### src/rtl/afcl_pkg.sv
// constants for the automatic fan curve limit block
//
// How it works
// - one eight-bit ceiling duty per output
// - ceiling count 0xFF means full duty
// - duty rises linearly across linear span temperature
// - four-bit span field per channel, bits 7:4
// - span codes map to 2 through 80 degrees
// - ceiling clips output, curve slope unchanged
// - output steps gradually toward curve target
// - any channel over critical limit: full duty
// - full duty holds until below limit minus hysteresis
// - critical override ignores all fan curve settings
// - critical limits reset 0x64, cpu bus 0x00
// - one hysteresis serves fan off and override
// - hysteresis fields packed two per register
// - hysteresis zero disables hysteresis
// - above fan on temperature start at floor
// - output never above ceiling outside override
package afcl_pkg;

    localparam int NUM_CH = 4;
    localparam int NUM_PWM = 3;
    localparam int SEL_W = 2;

    localparam logic [7:0] ADDR_MAX_DUTY [NUM_PWM] = '{8'h38, 8'h39, 8'h3A};
    // channel order: remote 1, local, remote 2, cpu bus
    localparam logic [7:0] ADDR_RANGE [NUM_CH] = '{8'h5F, 8'h60, 8'h61, 8'h3C};
    localparam logic [7:0] ADDR_LIMIT [NUM_CH] = '{8'h6A, 8'h6B, 8'h6C, 8'h3D};
    localparam logic [7:0] ADDR_HYST_A = 8'h6D;
    localparam logic [7:0] ADDR_HYST_B = 8'h6E;

    localparam logic [7:0] RST_MAX_DUTY = 8'hFF;
    localparam logic [7:0] RST_RANGE = 8'hC0;
    localparam logic [7:0] RST_LIMIT [NUM_CH] = '{8'h64, 8'h64, 8'h64, 8'h00};
    localparam logic [7:0] RST_HYST = 8'h44;

    localparam logic [7:0] DUTY_FULL = 8'hFF;
    localparam logic [7:0] DUTY_OFF = 8'h00;
    localparam logic [7:0] READ_ZERO = 8'h00;

    localparam int RANGE_MSB = 7;
    localparam int RANGE_LSB = 4;
    localparam int HYST_HI_MSB = 7;
    localparam int HYST_HI_LSB = 4;
    localparam int HYST_LO_MSB = 3;
    localparam int HYST_LO_LSB = 0;

    // span in sixths of a degree, so every code is a whole number
    localparam logic [19:0] SIXTHS_PER_DEG = 20'h00006;
    localparam logic [8:0] SPAN_SIXTHS [16] = '{
        9'h00C, 9'h00F, 9'h014, 9'h018, 9'h01E, 9'h028, 9'h030, 9'h03C,
        9'h050, 9'h060, 9'h078, 9'h0A0, 9'h0C0, 9'h0F0, 9'h140, 9'h1E0};

    localparam logic [15:0] TICK_ZERO = 16'h0000;
    localparam logic [15:0] TICK_ONE = 16'h0001;

endpackage : afcl_pkg

### src/rtl/afcl_top.sv
// automatic fan curve duty, ceiling, ramp and critical override
`timescale 1ns/10ps
`default_nettype none

module afcl_top
    import afcl_pkg::*;
(
    input wire logic clk,
    input wire logic reset,
    input wire logic [7:0] reg_addr,
    input wire logic [7:0] reg_wdata,
    input wire logic reg_write,
    input wire logic reg_read,
    output logic [7:0] reg_rdata,
    input wire logic [afcl_pkg::NUM_CH-1:0][7:0] temp_value,
    input wire logic [afcl_pkg::NUM_CH-1:0] temp_valid,
    input wire logic [afcl_pkg::NUM_CH-1:0][7:0] fan_on_temperature,
    input wire logic [afcl_pkg::NUM_PWM-1:0][7:0] floor_duty,
    input wire logic [afcl_pkg::NUM_PWM-1:0][afcl_pkg::SEL_W-1:0] pwm_source,
    input wire logic [15:0] ramp_step_cycles,
    output logic [afcl_pkg::NUM_PWM-1:0][7:0] pwm_duty,
    output logic overtemperature_flag
);
    import afcl_pkg::*;

    ////////////////////////////////////////////////////////////////////////
    // register file

    logic [7:0] max_duty [NUM_PWM];
    logic [7:0] range_cfg [NUM_CH];
    logic [7:0] crit_limit [NUM_CH];
    logic [7:0] hyst_a;
    logic [7:0] hyst_b;
    logic [7:0] rd_value;
    logic [3:0] hyst_of [NUM_CH];

    wire wr_hyst_a = reg_write && (reg_addr == ADDR_HYST_A);
    wire wr_hyst_b = reg_write && (reg_addr == ADDR_HYST_B);

    // per-channel hysteresis fields
    assign hyst_of[0] = hyst_a[HYST_HI_MSB:HYST_HI_LSB];
    assign hyst_of[1] = hyst_a[HYST_LO_MSB:HYST_LO_LSB];
    assign hyst_of[2] = hyst_b[HYST_HI_MSB:HYST_HI_LSB];
    assign hyst_of[3] = hyst_b[HYST_LO_MSB:HYST_LO_LSB];

    genvar gi;
    generate
        for (gi = 0; gi < NUM_PWM; gi++) begin : g_max
            wire wr_max = reg_write && (reg_addr == ADDR_MAX_DUTY[gi]);
            always_ff @(posedge clk) begin
                if (reset) begin
                    max_duty[gi] <= RST_MAX_DUTY;
                end else if (wr_max) begin
                    max_duty[gi] <= reg_wdata;
                end
            end
        end
        for (gi = 0; gi < NUM_CH; gi++) begin : g_cfg
            wire wr_range = reg_write && (reg_addr == ADDR_RANGE[gi]);
            wire wr_limit = reg_write && (reg_addr == ADDR_LIMIT[gi]);
            always_ff @(posedge clk) begin
                if (reset) begin
                    range_cfg[gi] <= RST_RANGE;
                    crit_limit[gi] <= RST_LIMIT[gi];
                end else begin
                    if (wr_range) begin
                        range_cfg[gi] <= reg_wdata;
                    end
                    if (wr_limit) begin
                        crit_limit[gi] <= reg_wdata;
                    end
                end
            end
        end
    endgenerate

    always_ff @(posedge clk) begin
        if (reset) begin
            hyst_a <= RST_HYST;
            hyst_b <= RST_HYST;
        end else begin
            if (wr_hyst_a) begin
                hyst_a <= reg_wdata;
            end
            if (wr_hyst_b) begin
                hyst_b <= reg_wdata;
            end
        end
    end

    // read decode; unmapped addresses read zero
    always_comb begin
        rd_value = READ_ZERO;
        for (int i = 0; i < NUM_PWM; i++) begin
            if (reg_addr == ADDR_MAX_DUTY[i]) begin
                rd_value = max_duty[i];
            end
        end
        for (int i = 0; i < NUM_CH; i++) begin
            if (reg_addr == ADDR_RANGE[i]) begin
                rd_value = range_cfg[i];
            end
            if (reg_addr == ADDR_LIMIT[i]) begin
                rd_value = crit_limit[i];
            end
        end
        if (reg_addr == ADDR_HYST_A) begin
            rd_value = hyst_a;
        end
        if (reg_addr == ADDR_HYST_B) begin
            rd_value = hyst_b;
        end
    end

    always_ff @(posedge clk) begin
        if (reset) begin
            reg_rdata <= READ_ZERO;
        end else if (reg_read) begin
            reg_rdata <= rd_value;
        end
    end

    ////////////////////////////////////////////////////////////////////////
    // channel state: latched reading, fan on, critical override

    logic signed [7:0] temp_latch [NUM_CH];
    logic on_flag [NUM_CH];
    logic crit_flag [NUM_CH];

    generate
        for (gi = 0; gi < NUM_CH; gi++) begin : g_ch
            wire signed [9:0] t_now = 10'(signed'(temp_value[gi]));
            wire signed [9:0] t_min = 10'(signed'(fan_on_temperature[gi]));
            wire signed [9:0] t_lim = 10'(signed'(crit_limit[gi]));
            wire signed [9:0] t_hys = signed'({6'h00, hyst_of[gi]});
            // zero hysteresis makes the release point equal the set point
            wire above_min = t_now > t_min;
            wire below_off = t_now < (t_min - t_hys);
            wire above_lim = t_now > t_lim;
            wire below_rel = t_now < (t_lim - t_hys);
            always_ff @(posedge clk) begin
                if (reset) begin
                    temp_latch[gi] <= 8'sh00;
                    on_flag[gi] <= 1'b0;
                    crit_flag[gi] <= 1'b0;
                end else if (temp_valid[gi]) begin
                    temp_latch[gi] <= signed'(temp_value[gi]);
                    if (above_min) begin
                        on_flag[gi] <= 1'b1;
                    end else if (below_off) begin
                        on_flag[gi] <= 1'b0;
                    end
                    if (above_lim) begin
                        crit_flag[gi] <= 1'b1;
                    end else if (below_rel) begin
                        crit_flag[gi] <= 1'b0;
                    end
                end
            end
        end
    endgenerate

    // override is independent of every curve setting
    wire crit_any = crit_flag[0] | crit_flag[1] | crit_flag[2]
        | crit_flag[3];

    ////////////////////////////////////////////////////////////////////////
    // ramp tick

    logic [15:0] tick_count;
    wire ramp_tick = tick_count >= ramp_step_cycles;
    wire [15:0] next_tick_count = ramp_tick ? TICK_ZERO
        : tick_count + TICK_ONE;

    always_ff @(posedge clk) begin
        if (reset) begin
            tick_count <= TICK_ZERO;
        end else begin
            tick_count <= next_tick_count;
        end
    end

    ////////////////////////////////////////////////////////////////////////
    // per-output curve, ramp and clip

    logic [7:0] target [NUM_PWM];
    logic [7:0] ramp_duty [NUM_PWM];

    generate
        for (gi = 0; gi < NUM_PWM; gi++) begin : g_pwm
            wire [SEL_W-1:0] src = pwm_source[gi];
            wire signed [9:0] delta = 10'(temp_latch[src])
                - 10'(signed'(fan_on_temperature[src]));
            wire [7:0] headroom = DUTY_FULL - floor_duty[gi];
            wire [8:0] span
                = SPAN_SIXTHS[range_cfg[src][RANGE_MSB:RANGE_LSB]];
            // slope set by floor and span only, never by the ceiling
            wire [19:0] rise_num = 20'(delta[7:0]) * SIXTHS_PER_DEG
                * 20'(headroom);
            wire [19:0] rise = rise_num / 20'(span);
            wire [19:0] curve_sum = 20'(floor_duty[gi]) + rise;
            wire [7:0] curve = (curve_sum > 20'(DUTY_FULL)) ? DUTY_FULL
                : curve_sum[7:0];
            wire on_now = on_flag[src];
            wire [7:0] next_target = !on_now ? DUTY_OFF
                : (delta <= 10'sd0) ? floor_duty[gi] : curve;
            wire [7:0] next_ramp = !ramp_tick ? ramp_duty[gi]
                : (ramp_duty[gi] < target[gi]) ? ramp_duty[gi] + 8'h01
                : (ramp_duty[gi] > target[gi]) ? ramp_duty[gi] - 8'h01
                : ramp_duty[gi];
            wire [7:0] clipped = (ramp_duty[gi] > max_duty[gi])
                ? max_duty[gi] : ramp_duty[gi];
            wire [7:0] next_duty = crit_any ? DUTY_FULL : clipped;
            assign target[gi] = next_target;
            always_ff @(posedge clk) begin
                if (reset) begin
                    ramp_duty[gi] <= DUTY_OFF;
                    pwm_duty[gi] <= DUTY_OFF;
                end else begin
                    ramp_duty[gi] <= next_ramp;
                    pwm_duty[gi] <= next_duty;
                end
            end
        end
    endgenerate

    always_ff @(posedge clk) begin
        if (reset) begin
            overtemperature_flag <= 1'b0;
        end else begin
            overtemperature_flag <= crit_any;
        end
    end

    wire signed [9:0] chk_t0 = 10'(signed'(temp_value[0]));
    wire signed [9:0] chk_min0 = 10'(signed'(fan_on_temperature[0]));
    wire signed [9:0] chk_hys0 = signed'({6'h00, hyst_of[0]});
    wire signed [9:0] chk_t1 = 10'(signed'(temp_value[1]));
    wire signed [9:0] chk_lim1 = 10'(signed'(crit_limit[1]));
    wire signed [9:0] chk_hys1 = signed'({6'h00, hyst_of[1]});
    // plain compare results, so that past values are taken of signals
    wire chk_on0 = chk_t0 > chk_min0;
    wire chk_off0 = chk_t0 < (chk_min0 - chk_hys0);
    wire chk_over1 = chk_t1 > chk_lim1;
    wire chk_rel1 = chk_t1 < (chk_lim1 - chk_hys1);
endmodule : afcl_top

`default_nettype wire

### config.mk
export PLATFORM = sky130hd
export DESIGN_NAME = afcl_top
export DESIGN_NICKNAME = d
export VERILOG_FILES = /design/src/rtl/afcl_pkg.sv /design/src/rtl/afcl_top.sv
export SDC_FILE = /design/constraint.sdc
export NUM_CORES = 2
export LEC_CHECK = 0
export ABC_AREA = 1
export CAP_MARGIN = 5
export CORE_MARGIN = 8
export CORE_UTILIZATION = 30
export CTS_BUF_LIST = sky130_fd_sc_hd__clkbuf_4 sky130_fd_sc_hd__clkbuf_8
export CTS_CLUSTER_SIZE = 8
export DETAILED_ROUTE_END_ITERATION = 8
export DONT_BUFFER_PORTS = 1
export PLACE_DENSITY_LB_ADDON = 0.2
export SLEW_MARGIN = 10
export SYNTH_ARGS = -nofsm -noshare
export SYNTH_HDL_FRONTEND = slang
export SYNTH_SLANG_ARGS = --single-unit
### constraint.sdc
create_clock -name clk -period 203.7 [get_ports clk]
set_clock_uncertainty 0.1 [all_clocks]
set_input_delay 61.11 -clock clk [delete_from_list [all_inputs] [get_ports clk]]
set_output_delay 61.11 -clock clk [all_outputs]
set_load 0.05 [all_outputs]
==> flow_metrics.tcl <==
set metrics [dict create \
    finalWirelength_um 180400 \
    synth_ff_type "edfxtp_1" \
    post_route_worst_hold_slack_ns 0.3912 \
    report.final.slew_viol_count 0 \
    synth_sequential_area_ratio_pct 10.32 \
    worst_pin_slew_ns 1.167 \
    cts-hold-fix-buffers 0 \
    final_antenna_net_count 0 \
    dieArea_sq_um 195700 \
    mostFrequentLayoutCells "nand2_1, inv_1, ha_1" \
    crit_path_max_incr_delay_ns 0.83 \
    path_class "in2reg" \
    ys_warn_count 0 \
    clk_pin_slew_ns 0.06 \
    worstSetupEndpointType "flip-flop" \
    synth-edff-count 128 \
    post_cts_resize_count 0 \
    status "complete, no violations" \
    cts-root-to-sink-buffers 3 \
    finalHoldViolations 0 \
    via_count 52780 \
    cell_with_the_largest_stage_delay_on_the_worst_path "nor3_1" \
    final-instance-count-excl-fill 10590 \
    drt_iter0_markers 3008 \
    syn_inst 8279 \
    portBuffers 0 \
    report.final.setup_viol 0 \
    antenna_violations_before_repair 2 \
    clock_insertion_delay_worst_skew_ns 0.64 \
    asyncSetResetFlopFracSynth_pct 0 \
    io-pin-count 167 \
    gp_congestion 0.8812 \
    grt_start_max_net_pins 62 \
    first_global_vias 51150 \
    finalSetupTns_ns 0 \
    insertedDiodeCount 0 \
    dpl.cell_count 10510 \
    global_route.overflow_total 0 \
    final_net_count 9368 \
    post_cts.repair.setup_buffers 0 \
    post_synth_main_area_contributors "ha_1, nand2_1, inv_1" \
    floorplan.core_area_sq_um 180700 \
    final_layout_size_suffix_gt1_share_pct 5.680 \
    post_drt_via_cell_ratio 4.983 \
    post-route-cell-area_sq_um 58020 \
    timing.final.crit_share_pct 56.87 \
    grt_pass1_wl_um 285400 \
    ys_types 72 \
    remaining_drc_errors 0 \
    drt_first_pass_iters 6 \
    max_freq_ghz 0.008632 \
    syn_area_per_cell_sq_um 6.587 \
    postSynthRegisterBits 217 \
    floorplan.die.height_um 442.4 \
    htreeDepth 2 \
    cts_tree "yes" \
    post-synth-top-area-cell "ha_1" \
    cts_made_buffers 45 \
    layout_min_cycle_time_ns 115.85 \
    clock-root-buffer "clkbuf_8" \
    critPathLaunchType "input pin" \
    max_cap_viol_count 0 \
    critical_path.most_common_cell "nand2_1" \
    post_drt_wl_per_cell_um 17.03 \
    rows 156 \
    initial_core_util_pct 30.17 \
    clock_sinks 217 \
    netlist.area_leader.share_pct 20.30 \
    cp_max_fo 25 \
    die_w_um 442.4 \
    arrival_ns 116.31 \
    required_time_of_the_critical_path_ns 204.16 \
    rsz0062_at_grt "false" \
    area_growth_from_synthesis_to_final_layout_pct 6.394 \
    most_common_cell_after_layout_fill_and_taps_aside "nand2_1" \
    post_dp_cell_area_sq_um 56960 \
    synth_area_sq_um 54540 \
    gr-usage-all-layers_pct 17.68 \
    timing.slew.headroom_pct 21.39 \
    class_of_the_most_critical_hold_timing_path "reg2reg" \
    hpwl_um 149000 \
]
path summary, 6_finish.rpt:
kind                          from              end  slack [ns]  cells past startpoint
hold reg to reg      tick_count[0]    tick_count[0]        0.39                      1
hold / removal       tick_count[0]    tick_count[0]        0.39                      1
setup / recovery     pwm_source[1]  ramp_duty[0][7]       87.85                    326
setup reg to reg  temp_latch[3][0]  ramp_duty[0][7]      148.28                    322
cell type report:
type / instances / area, sq um
Multi-Input combinational cell: 6556 / 43150
Fill cell: 19840 / 122700
Clock buffer: 67 / 815.8
Sequential cell: 217 / 5625
Clock inverter: 17 / 247.7
Inverter: 1340 / 5036
Timing Repair Buffer: 25 / 187.7
Tap cell: 2370 / 2965
through the flow:
stage | setup WS [ns] | utilization (%)
6_report | 87.85 | 32.10
5_1_grt | 81.22 | 32.10
4_1_cts | 87.80 | 32.10
3_5_place_dp | 87.29 | 31.51
3_3_place_gp | 87.74 | 31.51
2_1_floorplan | 95.08 | -
synthesized netlist by cell type, types with 10 or more instances:
master / instances
nor2_4: 30
nand3_4: 13
nor2_1: 784
buf_6: 16
a21oi_2: 11
clkbuf_1: 134
xnor2_1: 166
o21ai_0: 502
xor2_1: 321
nand2_4: 26
o221ai_1: 12
inv_1: 1283
and2_1: 12
fa_1: 164
ha_1: 885
o21ai_1: 32
nand2_2: 82
nand3_2: 54
nor4_1: 13
inv_2: 37
a21oi_1: 515
a221oi_1: 10
nand2_1: 1709
nand4_1: 134
o31ai_1: 35
o22ai_1: 30
nand3_1: 473
edfxtp_1: 128
nor2_2: 24
a211oi_1: 20
a21o_1: 42
o211ai_1: 43
o21bai_1: 81
or2_2: 50
a31oi_1: 53
nor3_1: 81
clkinv_1: 17
o21a_1: 50
nand3b_1: 19
dfxtp_1: 89
critical path: cells and delay by family:
kind	cells	cell delay (ns)
and+or+nand+nor	137	19.08
buffers and inverters	55	5.99
adders and majority gates	30	10.48
AOI/OAI and AO/OA	101	18.97
xor gates and xnor gates	3	0.48
cells by family (layout without fill, tap and decap cells):
kind of cell               Yosys count  after routing  synth area share, %
and+or+nand+nor                   3529           3529                29.14
buffers and inverters             1508           1449                10.68
xor gates and xnor gates           487            487                7.821
adders and majority gates         1049           1049                26.32
other                                1              3             0.006876
DFF                                217            217                10.32
AOI/OAI and AO/OA                 1488           1488                15.72
metal layers:
layer	global-route usage [%]	wire length, um	vias to the layer above
met3	1.476	6573	203
li1	-	-	27150
met4	3.382	3808	0
met5	0	0	-
met1	22.72	81890	24470
met2	32.33	88140	964
sequential cells by signal (all words and copies together) (netlist names):
signal,count
reg_rdata,8
hyst_b,8
pwm_duty,24
range_cfg,32
max_duty,24
overtemperature_flag,1
crit_limit,32
hyst_a,8
tick_count,16
on_flag,4
temp_latch,32
crit_flag,4
ramp_duty,24
Power is not shown: default switching activity piles up to over one toggle a cycle in this logic, so the estimate is an artifact.
